`config.mk`:
```
export PLATFORM = sky130hd
export DESIGN_NAME = dvr_volume
export DESIGN_NICKNAME = d
export VERILOG_FILES = /design/src/dvr_volume.v
export VERILOG_INCLUDE_DIRS = /design/src
export SDC_FILE = /design/constraint.sdc
export NUM_CORES = 2
export LEC_CHECK = 0
export BUFFER_PORTS_ARGS = -buffer_cell sky130_fd_sc_hd__buf_2
export CAP_MARGIN = 30
export CORE_UTILIZATION = 60
export DETAILED_ROUTE_END_ITERATION = 16
export PLACE_DENSITY_LB_ADDON = 0.15
export SETUP_SLACK_MARGIN = 0.05
export SYNTH_ARGS = -nofsm -noshare
export SYNTH_HDL_FRONTEND = slang
export SYNTH_SLANG_ARGS = --single-unit
```
`constraint.sdc`:
```
create_clock -name ref_clk_i -period 28 [get_ports ref_clk_i]
set_input_delay 1.4 -clock ref_clk_i [delete_from_list [all_inputs] [get_ports ref_clk_i]]
set_output_delay 1.4 -clock ref_clk_i [all_outputs]
set_load 0.02 [all_outputs]
```
`src/dvr_defs.vh`:
```
// constants for the digital volume soft-ramp stage
`ifndef DVR_DEFS_VH
`define DVR_DEFS_VH

`define DVR_OFS_VOLUME       8'h4c
`define DVR_OFS_STATUS       8'h4d
`define DVR_OFS_RAMP_NORMAL  8'h4e
`define DVR_OFS_RAMP_EMERG   8'h4f

`define DVR_RST_VOLUME       8'h30
`define DVR_RST_RAMP_NORMAL  8'h33
`define DVR_RST_RAMP_EMERG   8'h30

`define DVR_CODE_UNITY       8'h30
`define DVR_CODE_MUTE        8'hff

`define DVR_DOWN_RATE_HI     7
`define DVR_DOWN_RATE_LO     6
`define DVR_DOWN_STEP_HI     5
`define DVR_DOWN_STEP_LO     4
`define DVR_UP_RATE_HI       3
`define DVR_UP_RATE_LO       2
`define DVR_UP_STEP_HI       1
`define DVR_UP_STEP_LO       0

`define DVR_RATE_INSTANT     2'h3
`define DVR_STEP_4DB         8'h08
`define DVR_STEP_2DB         8'h04
`define DVR_STEP_1DB         8'h02
`define DVR_STEP_HALF_DB     8'h01

`define DVR_CODES_PER_OCTAVE 8'h0c
`define DVR_BOOST_SHIFT      6'h04
`define DVR_MANT_FRAC        6'h0f

`define DVR_SAMPLE_W         24
`define DVR_FIFO_DEPTH       8
`define DVR_FIFO_AW          3

`endif

```
`src/dvr_volume.v`:
```
// digital volume stage with soft ramping, sample fifo and control registers
`timescale 1ns/1ps
`include "dvr_defs.vh"

module dvr_fifo #(
  parameter W  = 48,
  parameter D  = 8,
  parameter AW = 3
) (
  input  wire         ref_clk_i,
  input  wire         rst_n_i,
  input  wire [W-1:0] wr_data_i,
  input  wire         wr_valid_i,
  output wire         wr_ready_o,
  output wire [W-1:0] rd_data_o,
  output wire         rd_valid_o,
  input  wire         rd_ready_i
);
  reg [W-1:0] mem [0:D-1];
  reg [AW-1:0] wr_ptr;
  reg [AW-1:0] rd_ptr;
  reg [AW:0]   count;
  wire         push;
  wire         pop;

  assign wr_ready_o = (count != D[AW:0]);
  assign rd_valid_o = (count != {(AW+1){1'b0}});
  assign rd_data_o  = mem[rd_ptr];
  assign push       = wr_valid_i & wr_ready_o;
  assign pop        = rd_valid_o & rd_ready_i;

  always @(posedge ref_clk_i)
  begin
    if (push)
      mem[wr_ptr] <= wr_data_i;
  end

  always @(posedge ref_clk_i or negedge rst_n_i)
  begin
    if (!rst_n_i)
    begin
      wr_ptr <= {AW{1'b0}};
      rd_ptr <= {AW{1'b0}};
      count  <= {(AW+1){1'b0}};
    end
    else
    begin
      if (push)
        wr_ptr <= (wr_ptr == D[AW-1:0] - 1'b1) ? {AW{1'b0}} : wr_ptr + 1'b1;
      if (pop)
        rd_ptr <= (rd_ptr == D[AW-1:0] - 1'b1) ? {AW{1'b0}} : rd_ptr + 1'b1;
      if (push && !pop)
        count <= count + 1'b1;
      else if (pop && !push)
        count <= count - 1'b1;
    end
  end
endmodule

module dvr_volume (
  input  wire                     ref_clk_i,
  input  wire                     rst_n_i,
  input  wire                     reg_wr_i,
  input  wire                     reg_rd_i,
  input  wire [7:0]               reg_addr_i,
  input  wire [7:0]               reg_wdata_i,
  output reg  [7:0]               reg_rdata_o,
  input  wire                     emerg_i,
  input  wire [`DVR_SAMPLE_W-1:0] in_left_i,
  input  wire [`DVR_SAMPLE_W-1:0] in_right_i,
  input  wire                     in_valid_i,
  output wire                     in_ready_o,
  output reg  [`DVR_SAMPLE_W-1:0] out_left_o,
  output reg  [`DVR_SAMPLE_W-1:0] out_right_o,
  output reg                      out_valid_o,
  input  wire                     out_ready_i,
  output reg  [7:0]               gain_code_o,
  output reg                      ramp_busy_o
);
  localparam SW = `DVR_SAMPLE_W;

  reg  [7:0]    volume_code;
  reg  [7:0]    ramp_normal;
  reg  [7:0]    ramp_emerg;
  reg  [7:0]    cur_code;
  reg  [1:0]    rate_cnt;
  reg  [7:0]    next_code;
  reg  [1:0]    next_cnt;
  reg  [1:0]    sel_rate;
  reg  [1:0]    sel_step;
  reg  [7:0]    step_amt;
  reg  [8:0]    sum;
  reg  [1:0]    last_cnt;
  reg           in_ready_q;
  wire [7:0]    target;
  wire          going_down;
  wire          fs_tick;
  wire [2*SW-1:0] fifo_rd_data;
  wire          fifo_rd_valid;
  wire          fifo_rd_ready;
  wire          fifo_wr_ready;
  wire [SW-1:0] scaled [0:1];

  // mute target on fault; plain code otherwise
  assign target     = emerg_i ? `DVR_CODE_MUTE : volume_code;
  assign going_down = (target > cur_code);
  // one accepted sample pair marks one sample period
  assign fs_tick    = in_valid_i & in_ready_q & fifo_wr_ready;
  assign in_ready_o = in_ready_q;

  // ready is held high after reset whatever the fifo space, registered so the port comes from a flop
  always @(posedge ref_clk_i or negedge rst_n_i)
  begin
    if (!rst_n_i)
      in_ready_q <= 1'b0;
    else
      in_ready_q <= 1'b1;
  end

  // register writes
  always @(posedge ref_clk_i or negedge rst_n_i)
  begin
    if (!rst_n_i)
    begin
      volume_code <= `DVR_RST_VOLUME;
      ramp_normal <= `DVR_RST_RAMP_NORMAL;
      ramp_emerg  <= `DVR_RST_RAMP_EMERG;
    end
    else if (reg_wr_i)
    begin
      if (reg_addr_i == `DVR_OFS_VOLUME)
        volume_code <= reg_wdata_i;
      else if (reg_addr_i == `DVR_OFS_RAMP_NORMAL)
        ramp_normal <= reg_wdata_i;
      else if (reg_addr_i == `DVR_OFS_RAMP_EMERG)
        ramp_emerg <= reg_wdata_i;
    end
  end

  // register reads, unmapped reads return zero
  always @(posedge ref_clk_i or negedge rst_n_i)
  begin
    if (!rst_n_i)
      reg_rdata_o <= 8'h00;
    else if (reg_rd_i)
    begin
      if (reg_addr_i == `DVR_OFS_VOLUME)
        reg_rdata_o <= volume_code;
      else if (reg_addr_i == `DVR_OFS_STATUS)
        reg_rdata_o <= cur_code;
      else if (reg_addr_i == `DVR_OFS_RAMP_NORMAL)
        reg_rdata_o <= ramp_normal;
      else if (reg_addr_i == `DVR_OFS_RAMP_EMERG)
        reg_rdata_o <= ramp_emerg;
      else
        reg_rdata_o <= 8'h00;
    end
  end

  // ramp setting selection and next gain
  always @*
  begin
    if (emerg_i)
    begin
      sel_rate = ramp_emerg[`DVR_DOWN_RATE_HI:`DVR_DOWN_RATE_LO];
      sel_step = ramp_emerg[`DVR_DOWN_STEP_HI:`DVR_DOWN_STEP_LO];
    end
    else if (going_down)
    begin
      sel_rate = ramp_normal[`DVR_DOWN_RATE_HI:`DVR_DOWN_RATE_LO];
      sel_step = ramp_normal[`DVR_DOWN_STEP_HI:`DVR_DOWN_STEP_LO];
    end
    else
    begin
      sel_rate = ramp_normal[`DVR_UP_RATE_HI:`DVR_UP_RATE_LO];
      sel_step = ramp_normal[`DVR_UP_STEP_HI:`DVR_UP_STEP_LO];
    end
    case (sel_step)
      2'h0: step_amt = `DVR_STEP_4DB;
      2'h1: step_amt = `DVR_STEP_2DB;
      2'h2: step_amt = `DVR_STEP_1DB;
      default: step_amt = `DVR_STEP_HALF_DB;
    endcase
    case (sel_rate)
      2'h0: last_cnt = 2'h0;
      2'h1: last_cnt = 2'h1;
      default: last_cnt = 2'h3;
    endcase
    if (going_down)
      sum = {1'b0, cur_code} + {1'b0, step_amt};
    else
      sum = {1'b0, cur_code} - {1'b0, step_amt};
    next_code = cur_code;
    next_cnt  = 2'h0;
    if (fs_tick && (cur_code != target))
    begin
      if (sel_rate == `DVR_RATE_INSTANT)
        next_code = target;
      else if (rate_cnt >= last_cnt)
      begin
        if (going_down)
          next_code = (sum >= {1'b0, target}) ? target : sum[7:0];
        else
          next_code = (sum[8] || (sum[7:0] <= target)) ? target : sum[7:0];
      end
      else
        next_cnt = rate_cnt + 2'h1;
    end
    else if (!fs_tick)
      next_cnt = (cur_code != target) ? rate_cnt : 2'h0;
  end

  always @(posedge ref_clk_i or negedge rst_n_i)
  begin
    if (!rst_n_i)
    begin
      cur_code    <= `DVR_RST_VOLUME;
      rate_cnt    <= 2'h0;
      gain_code_o <= `DVR_RST_VOLUME;
      ramp_busy_o <= 1'b0;
    end
    else
    begin
      cur_code    <= next_code;
      rate_cnt    <= next_cnt;
      gain_code_o <= next_code;
      ramp_busy_o <= (next_code != target);
    end
  end

  dvr_fifo #(
    .W  (2*SW),
    .D  (`DVR_FIFO_DEPTH),
    .AW (`DVR_FIFO_AW)
  ) u_fifo (
    .ref_clk_i  (ref_clk_i),
    .rst_n_i    (rst_n_i),
    .wr_data_i  ({in_left_i, in_right_i}),
    .wr_valid_i (in_valid_i & in_ready_q),
    .wr_ready_o (fifo_wr_ready),
    .rd_data_o  (fifo_rd_data),
    .rd_valid_o (fifo_rd_valid),
    .rd_ready_i (fifo_rd_ready)
  );

  assign fifo_rd_ready = !out_valid_o || out_ready_i;

  // per-channel gain, same code on both channels
  genvar ch;
  generate
    for (ch = 0; ch < 2; ch = ch + 1)
    begin : g_chan
      reg  [15:0]        mant;
      reg  [5:0]         shamt;
      reg  signed [40:0] prod;
      reg  signed [40:0] shifted;
      reg  [SW-1:0]      res;
      wire signed [SW-1:0] smp;
      wire [7:0]         octave;
      wire [7:0]         frac;

      assign smp    = fifo_rd_data[ch*SW +: SW];
      assign octave = cur_code / `DVR_CODES_PER_OCTAVE;
      assign frac   = cur_code - octave * `DVR_CODES_PER_OCTAVE;

      always @*
      begin
        case (frac[3:0])
          4'h0: mant = 16'h8000;
          4'h1: mant = 16'h78d7;
          4'h2: mant = 16'h7215;
          4'h3: mant = 16'h6bb3;
          4'h4: mant = 16'h65ad;
          4'h5: mant = 16'h5ffd;
          4'h6: mant = 16'h5a9e;
          4'h7: mant = 16'h558c;
          4'h8: mant = 16'h50c3;
          4'h9: mant = 16'h4c3f;
          4'ha: mant = 16'h47fb;
          default: mant = 16'h43f4;
        endcase
        shamt   = `DVR_MANT_FRAC - `DVR_BOOST_SHIFT + octave[5:0];
        prod    = smp * $signed({1'b0, mant});
        shifted = prod >>> shamt;
        if (cur_code == `DVR_CODE_MUTE)
          res = {SW{1'b0}};
        else if (!shifted[40] && (shifted[39:SW-1] != {(41-SW){1'b0}}))
          res = {1'b0, {(SW-1){1'b1}}};
        else if (shifted[40] && (shifted[39:SW-1] != {(41-SW){1'b1}}))
          res = {1'b1, {(SW-1){1'b0}}};
        else
          res = shifted[SW-1:0];
      end
      assign scaled[ch] = res;
    end
  endgenerate

  // output holding stage
  always @(posedge ref_clk_i or negedge rst_n_i)
  begin
    if (!rst_n_i)
    begin
      out_left_o  <= {SW{1'b0}};
      out_right_o <= {SW{1'b0}};
      out_valid_o <= 1'b0;
    end
    else if (fifo_rd_ready)
    begin
      out_valid_o <= fifo_rd_valid;
      if (fifo_rd_valid)
      begin
        out_left_o  <= scaled[1];
        out_right_o <= scaled[0];
      end
    end
  end
endmodule

```
## After elaboration in Yosys (flattened, before gate mapping)

Memories as Yosys holds them, arrays and structs flattened.
Cells that the tools add are included.

| operators by class | value |
|---|---|
| shift-type cells | 2 |
| bitwise operators | 5 |
| equality and inequality tests | 17 |
| reductions and logical operators | 24 |
| add/subtract/negate cells | 9 |
| mux-type cells | 35 |
| divide/modulo/power cells | 1 |
| multiply operators | 3 |
| order comparisons | 4 |

Operators with widths:

| operator | number |
|---|---|
| $mux 24 | 6 |
| $mux 8 | 11 |
| $mul 24x17->41 | 2 |
| $sshr 41x6->41 | 2 |
| $ne 17x17->1 const B | 2 |
| $reduce_bool 17->1 | 2 |
| $eq 8x7->1 const B | 4 |
| $mux 2 | 9 |
| $ne 8x8->1 | 2 |
| $pmux 4 s3 | 1 |
| $add 8x4->9 | 1 |
| $ge 9x8->1 | 1 |
| $mux 9 | 1 |
| $sub 8x4->9 | 1 |
| $div 8x4->8 const B | 1 |
| $eq 8x8->1 const B | 1 |
| $gt 8x8->1 | 1 |
| $le 8x8->1 | 1 |
| $mul 8x2->2 const B | 1 |
| $mux 4 | 2 |
| $logic_and 1x1->1 | 7 |
| $add 3x1->3 const B | 2 |
| $add 4x6->6 const A | 1 |
| $eq 3x3->1 const B | 2 |
| other kinds (22) | 36 |

| storage, ports and cells | value |
|---|---|
| register bits after elaboration | 103 |
| ROM bits | 512 |
| input bits | 71 |
| memories kept | 3 |
| RAM bits | 384 |
| output and inout bits | 67 |

Memories:

| memory | depth | bits a word | read ports | clocked after memory_dff | wr ports | line | RTL |
|---|---|---|---|---|---|---|---|
| u_fifo.mem | 8 | 48 | 1 | 0 | 1 | dvr_volume.v:19 | `reg [W-1:0] mem [0:D-1];` |
| (no name shown) | 16 | 16 | 1 | 0 | 0 | dvr_volume.v:268 | `case (frac[3:0])` |
| (no name shown) | 16 | 16 | 1 | 0 | 0 | dvr_volume.v:268 |  |

## Logic depth before layout (Yosys ltp)

| logic depth | value |
|---|---|
| word-level depth | 16 |
| gate-level depth with buffers | 51 |

## By module

Synthesis repeated with hierarchy kept, for this count alone.

| unflattened totals | value |
|---|---|
| cells, all modules | 5610 |
| area, all modules | 56477.9 um^2 |

Modules (own cells, without submodules):

| module | times used | area an instance (um^2) | cells each |
|---|---|---|---|
| dvr_volume | 1 | 41424.7 | 4991 |
| dvr_fifo | 1 | 15053.2 | 619 |

## Worst setup path before layout

Ideal clock, no wire load.

| timing path | value |
|---|---|
| path type | flip-flop to flip-flop |
| from | reg cur_code[2] |
| to | reg out_left_o[15] |
| period minus slack after synthesis | 11.646 ns |
| setup slack | 16.354 ns |
| arrival time | 11.514 ns |
| path buffers | 13 |
| required time | 27.868 ns |
| setup time | 0.132 ns |
| stages on the path, launching flop included | 51 |
| path through | dfrtp_1 -> buf_2 -> or3b_1 -> o211ai_1 -> o211a_4 -> nand2_2 -> inv_2 -> buf_6 -> buf_4 -> buf_2 -> buf_2 -> buf_2 -> buf_2 -> ha_1 -> buf_2 -> buf_2 -> xnor2_1 -> xnor2_1 -> (+15 left out) -> fa_1 -> inv_1 -> ha_1 -> buf_2 -> a21oi_1 -> o21ai_0 -> a21o_1 -> a31o_2 -> or4_4 -> a32oi_1 -> o221ai_2 -> o221ai_2 -> o21ai_0 -> a2111oi_2 -> nor2_1 -> a41oi_2 -> buf_4 -> o211ai_1 |

| between the ends | value |
|---|---|
| cells in the longest elaborated chain, start to end | 11 |

Ends and longest elaborated chain:

| what | line | RTL |
|---|---|---|
| start, declared | dvr_volume.v:85 | `reg [7:0] cur_code;` |
| start signal, assigned | dvr_volume.v:217 | `` cur_code <= `DVR_RST_VOLUME; `` |
| start signal, assigned | dvr_volume.v:224 | `cur_code <= next_code;` |
| $div 8x4->8 (no line) | -- |  |
| $mul 8x2->2 (no line) | -- |  |
| $sub 4x4->4 (no line) | -- |  |
| $mem_v2 16x16 | -- |  |
| $mul 24x17->41 | dvr_volume.v:283 | `prod = smp * $signed({1'b0, mant});` |
| $sshr 41x6->41 | dvr_volume.v:284 | `shifted = prod >>> shamt;` |
| $ne 17x17->1 | dvr_volume.v:289 | `else if (shifted[40] && (shifted[39:SW-1] != {(41-SW){1'b1}}))` |
| $logic_and 1x1->1 | dvr_volume.v:289 |  |
| $mux 24 | dvr_volume.v:289 |  |
| $mux 24 | dvr_volume.v:287 | `else if (!shifted[40] && (shifted[39:SW-1] != {(41-SW){1'b0}}))` |
| $mux 24 (*) | dvr_volume.v:285 | `` if (cur_code == `DVR_CODE_MUTE) `` |
| end signal, assigned | dvr_volume.v:303 | `out_left_o <= {SW{1'b0}};` |
| end signal, assigned | dvr_volume.v:312 | `out_left_o <= scaled[1];` |
| end, declared | dvr_volume.v:73 | `` output reg [`DVR_SAMPLE_W-1:0] out_left_o, `` |

Mark *: on every way between the ends. The rest lies on a longest branch, timed or not.
A chain may end at the register's enable or synchronous reset.

## Worst setup path after layout

| timing path | value |
|---|---|
| from | reg cur_code[7] |
| to | reg out_right_o[4] |

| between the ends | value |
|---|---|
| cells in the longest elaborated chain, start to end | 11 |

Ends and longest elaborated chain:

| what | line | RTL |
|---|---|---|
| $div 8x4->8 (no line) | -- |  |
| $mul 8x2->2 (no line) | -- |  |
| $sub 4x4->4 (no line) | -- |  |
| $mem_v2 16x16 | -- |  |
| $mul 24x17->41 | dvr_volume.v:283 |  |
| $sshr 41x6->41 | dvr_volume.v:284 |  |
| $ne 17x17->1 | dvr_volume.v:289 |  |
| $logic_and 1x1->1 | dvr_volume.v:289 |  |
| $mux 24 | dvr_volume.v:289 |  |
| $mux 24 | dvr_volume.v:287 |  |
| $mux 24 (*) | dvr_volume.v:285 |  |
| end signal, assigned | dvr_volume.v:304 | `out_right_o <= {SW{1'b0}};` |
| end signal, assigned | dvr_volume.v:313 | `out_right_o <= scaled[0];` |
| end, declared | dvr_volume.v:74 | `` output reg [`DVR_SAMPLE_W-1:0] out_right_o, `` |

Marks and branches as above.

==> impl_results.html <==
<table>
<tr><th>Metric</th><th>Value</th></tr>
<tr><th colspan="2">Critical path</th></tr>
<tr><td>Biggest cell delay along the critical path</td><td>between 800 and 900 ps</td></tr>
<tr><td>Worst-path maximum fanout</td><td>23</td></tr>
<tr><td>Max stage delay cell, worst path</td><td>dfrtp_1</td></tr>
<tr><td>Critical Path End Type</td><td>register</td></tr>
<tr><td>Worst Path Required</td><td>between 20000 and 30000 ps</td></tr>
<tr><td>R2r endpoint</td><td>out_right_o[4]</td></tr>
<tr><td>Worst setup path category</td><td>reg2reg</td></tr>
<tr><td>Crit start category</td><td>register</td></tr>
<tr><td>Depth of the worst register-to-register path</td><td>35</td></tr>
<tr><td>Dominant cell type by count on the critical path</td><td>fa_1</td></tr>
<tr><td>Reg2Reg Launch Point</td><td>cur_code[7]</td></tr>
<tr><td>Internal reg-to-reg setup slack</td><td>approximately 15000 ps</td></tr>
<tr><td>Data arrival time of the critical path</td><td>around 14000 ps</td></tr>
<tr><th colspan="2">STA</th></tr>
<tr><td>Layout Skew</td><td>54.64 ps</td></tr>
<tr><td>Fmax</td><td>~75 MHz</td></tr>
<tr><td>Portion of the clock cycle consumed by the worst path in the final layout</td><td>47.73%</td></tr>
<tr><td>Slew at the pin with the worst max-slew slack</td><td>between 1000 and 1500 ps</td></tr>
<tr><td>Total negative slack</td><td>0 ps</td></tr>
<tr><td>Min Clock Period, post-route</td><td>between 10000 and 15000 ps</td></tr>
<tr><td>Final max-slew violation count</td><td>0</td></tr>
<tr><td>RSZ-0062 raised after global routing</td><td>no</td></tr>
<tr><td>Remaining max-slew budget at the tightest pin</td><td>about 18%</td></tr>
<tr><td>Endpoints failing setup</td><td>0</td></tr>
<tr><td>Number of endpoints with negative hold slack in the final report</td><td>0</td></tr>
<tr><th colspan="2">Logic synthesis</th></tr>
<tr><td>Share of synthesized area occupied by flip-flops and latches</td><td>25.33%</td></tr>
<tr><td>Cell area after synthesis</td><td>about 56000 um2</td></tr>
<tr><td>Most instantiated library cell after synthesis</td><td>inv_1</td></tr>
<tr><td>Register bit total from synthesis</td><td>487</td></tr>
<tr><td>Synth Warn #</td><td>0</td></tr>
<tr><td>Synth Flop Type</td><td>edfxtp_1</td></tr>
<tr><td>Top cell types by occurrence after synthesis</td><td>inv_1 (946), fa_1 (756), nand2_1 (703), nor2_1 (493), edfxtp_1 (384)</td></tr>
<tr><td>Netlist cell types</td><td>between 100 and 150</td></tr>
<tr><td>Async set-or-reset flop fraction in the synthesized netlist</td><td>a little over a fifth</td></tr>
<tr><td>Area share of the largest cell type after synthesis</td><td>27.14%</td></tr>
<tr><td>Post-synth EDFFs</td><td>384</td></tr>
<tr><td>Main area contributors after synthesis</td><td>fa_1 (27%), edfxtp_1 (21%), inv_1 (6.4%), ha_1 (5.4%), nand2_1 (4.7%)</td></tr>
<tr><td>Cell taking the most area after synthesis</td><td>fa_1</td></tr>
<tr><td>Synthesized area divided by synthesized cell count</td><td>about 10 um2</td></tr>
<tr><td>Number of standard cells after synthesis</td><td>around 5600</td></tr>
<tr><td>Net count after synthesis</td><td>about 6700</td></tr>
<tr><th colspan="2">Place</th></tr>
<tr><td>Buffers added on ports</td><td>about 140</td></tr>
<tr><td>DP HPWL</td><td>about 120 mm</td></tr>
<tr><td># placed instances</td><td>roughly 6800</td></tr>
<tr><td>Routability cong.</td><td>about 0.98</td></tr>
<tr><td>Placed instance area</td><td>57630 um2</td></tr>
<tr><th colspan="2">Floorplan</th></tr>
<tr><td>Die Span X</td><td>between 300 and 400 um</td></tr>
<tr><td>Standard cell core area</td><td>between 90000 and 100000 um2</td></tr>
<tr><td>Overall die area</td><td>about 94000 um2</td></tr>
<tr><td>Core Rows</td><td>~110</td></tr>
<tr><td>Initial Util</td><td>about 61%</td></tr>
<tr><td>Io pins</td><td>around 140</td></tr>
<tr><td>Die extent in y</td><td>306.8 um</td></tr>
<tr><th colspan="2">Cells and area</th></tr>
<tr><td>Fraction of layout instances using a drive strength above 1</td><td>10.80%</td></tr>
<tr><td>Nets@finish</td><td>roughly 6700</td></tr>
<tr><td>Final design instance area without fill</td><td>between 50000 and 60000 um2</td></tr>
<tr><td>Layout overhead on the synthesized area</td><td>6.638%</td></tr>
<tr><td>Utilization of the core after routing</td><td>64.77%</td></tr>
<tr><td>Final cell count without fillers</td><td>about 7000</td></tr>
<tr><th colspan="2">Min path</th></tr>
<tr><td>Hold path endpoint</td><td>out_right_o[7]</td></tr>
<tr><td>Classification of the worst-slack hold path</td><td>reg2reg</td></tr>
<tr><td>Launch instance of the worst min-delay path</td><td>out_right_o[7]</td></tr>
<tr><td>Hold path depth</td><td>2</td></tr>
<tr><th colspan="2">Clock network</th></tr>
<tr><td>Setup bufs post-CTS</td><td>0</td></tr>
<tr><td>Clock slew at the register clock pins of the worst setup and hold paths</td><td>60 ps</td></tr>
<tr><td>Clock tree from TritonCTS</td><td>built</td></tr>
<tr><td>Root cell of the clock tree</td><td>clkbuf_16</td></tr>
<tr><td>Insertion delay of the later-clocked pin in the worst-skew pair</td><td>680 ps</td></tr>
<tr><td>CTS hold repair buffers</td><td>0</td></tr>
<tr><td>Number of buffers created by CTS</td><td>51</td></tr>
<tr><td>CTS Buffer Depth</td><td>3</td></tr>
<tr><td>Post-CTS resize count</td><td>0</td></tr>
<tr><td>Level count of the clock H-tree</td><td>2</td></tr>
<tr><td>Number of sinks driven by the clock tree</td><td>~500</td></tr>
<tr><th colspan="2">Global routing</th></tr>
<tr><td>Number of antenna violations at the first check in global routing</td><td>6</td></tr>
<tr><td>Global-route wire length before repair</td><td>about 250 mm</td></tr>
<tr><td>Overflow after GRT</td><td>0</td></tr>
<tr><td>GRT Overall Usage</td><td>between 30% and 40%</td></tr>
<tr><td>Number of global-route vias before repair</td><td>44610</td></tr>
<tr><td>Largest net degree at the start of global routing</td><td>84</td></tr>
<tr><th colspan="2">Job</th></tr>
<tr><td># Max-Cap Violations</td><td>0</td></tr>
<tr><th colspan="2">Routing</th></tr>
<tr><td>Drt drc</td><td>0</td></tr>
<tr><td>Via count</td><td>about 43000</td></tr>
<tr><td>Average vias per placed instance</td><td>a little over 6</td></tr>
<tr><td>Number of design-rule violations left by the first detailed-router iteration</td><td>4162</td></tr>
<tr><td>Wire length after detailed routing</td><td>162.2 mm</td></tr>
<tr><td>Number of detailed-route iterations in the first pass</td><td>8</td></tr>
<tr><td>Routed len/inst</td><td>23.51 um</td></tr>
<tr><td>Post-DRT Antenna Nets</td><td>0</td></tr>
<tr><th colspan="2">Status</th></tr>
<tr><td>Outcome</td><td>complete, no violations</td></tr>
</table>
sequential cells by signal (all words and copies together) (netlist names):
register,count
u_fifo.rd_ptr,3
out_right_o,24
ramp_normal,8
rate_cnt,2
in_ready_o,1
cur_code,8
ramp_busy_o,1
reg_rdata_o,8
ramp_emerg,8
u_fifo.mem,384
u_fifo.count,4
volume_code,8
u_fifo.wr_ptr,3
out_valid_o,1
out_left_o,24
per-stage QoR:
stage | setup slack [ps] | hold WS [ps]
after floorplan | 16350 | 474.8
after global placement | 14930 | 462.2
after detailed placement | 15040 | 469.3
after CTS | 14990 | 482.8
after global routing | 13980 | 504.1
final | 14640 | 474.4
worst max path at each step:
stage | cells after the start | endpoint | from
detailed placement | 35 | out_right_o[4] | cur_code[7]
finish | 35 | out_right_o[4] | cur_code[7]
global route | 37 | out_left_o[3] | cur_code[5]
global placement | 35 | out_right_o[4] | cur_code[5]
CTS | 35 | out_right_o[4] | cur_code[7]
floorplan | 50 | out_left_o[15] | cur_code[2]
cell usage in the layout (no fill, tap or decap), drive strengths merged, types with 20 or more instances in the layout:
| cell type | count |
|---|---|
| dfrtp | 93 |
| a21oi | 224 |
| ha | 242 |
| a211oi | 48 |
| a221oi | 22 |
| or3 | 21 |
| a21o | 45 |
| mux2i | 138 |
| mux4 | 100 |
| o221ai | 20 |
| inv | 953 |
| a31oi | 44 |
| mux2 | 84 |
| nor2b | 27 |
| o21a | 41 |
| nand2 | 705 |
| fa | 756 |
| o21ai | 164 |
| xor2 | 27 |
| and2 | 45 |
| nor2 | 493 |
| o211ai | 62 |
| xnor2 | 62 |
| nand2b | 27 |
| o22ai | 23 |
| edfxtp | 384 |
| buf | 215 |
| clkbuf | 58 |
| nand3 | 71 |
| nor3 | 76 |
| nand4 | 38 |
cells by family after synthesis:
logic type,after synthesis,synth area share [%]
and+or+nand+nor,1607,12.73
buffers and inverters,1230,8.613
adders and majority gates,999,32.59
AOI/OAI and AO/OA,889,11.06
DFF,487,25.33
muxes,322,8.243
xor gates and xnor gates,89,1.425
other,1,0.006726
area by class of cell:
cell class                 count  area [um2]
clock buffer                  58        1313
timing repair buffer         215        1289
antenna                        4       10.01
inverter                     949        3562
fill                        7385       32350
multi-input combinational   3907       37090
sequential                   487       14130
clock inverter                34       500.5
tap                         1243        1555
metal layers:
metal,up-vias,global-route usage [%],routed length (um)
met3,482,6.320,13960
li1,18750,-,-
met1,21540,46.04,63850
met5,-,0,37
met2,2062,58.05,77100
met4,6,15.22,7213
critical path: cells and delay by family, from the launching register on:
family          cells  cell delay (ps)
xor+xnor            2             1410
mux                 1              550
fa+ha+maj           8             3730
flops               1              810
buf+inv             4              830
compound gates     12             3860
simple gates        8             1970
Power is not shown: default switching activity piles up to over one toggle a cycle in this logic, so the estimate is an artifact.
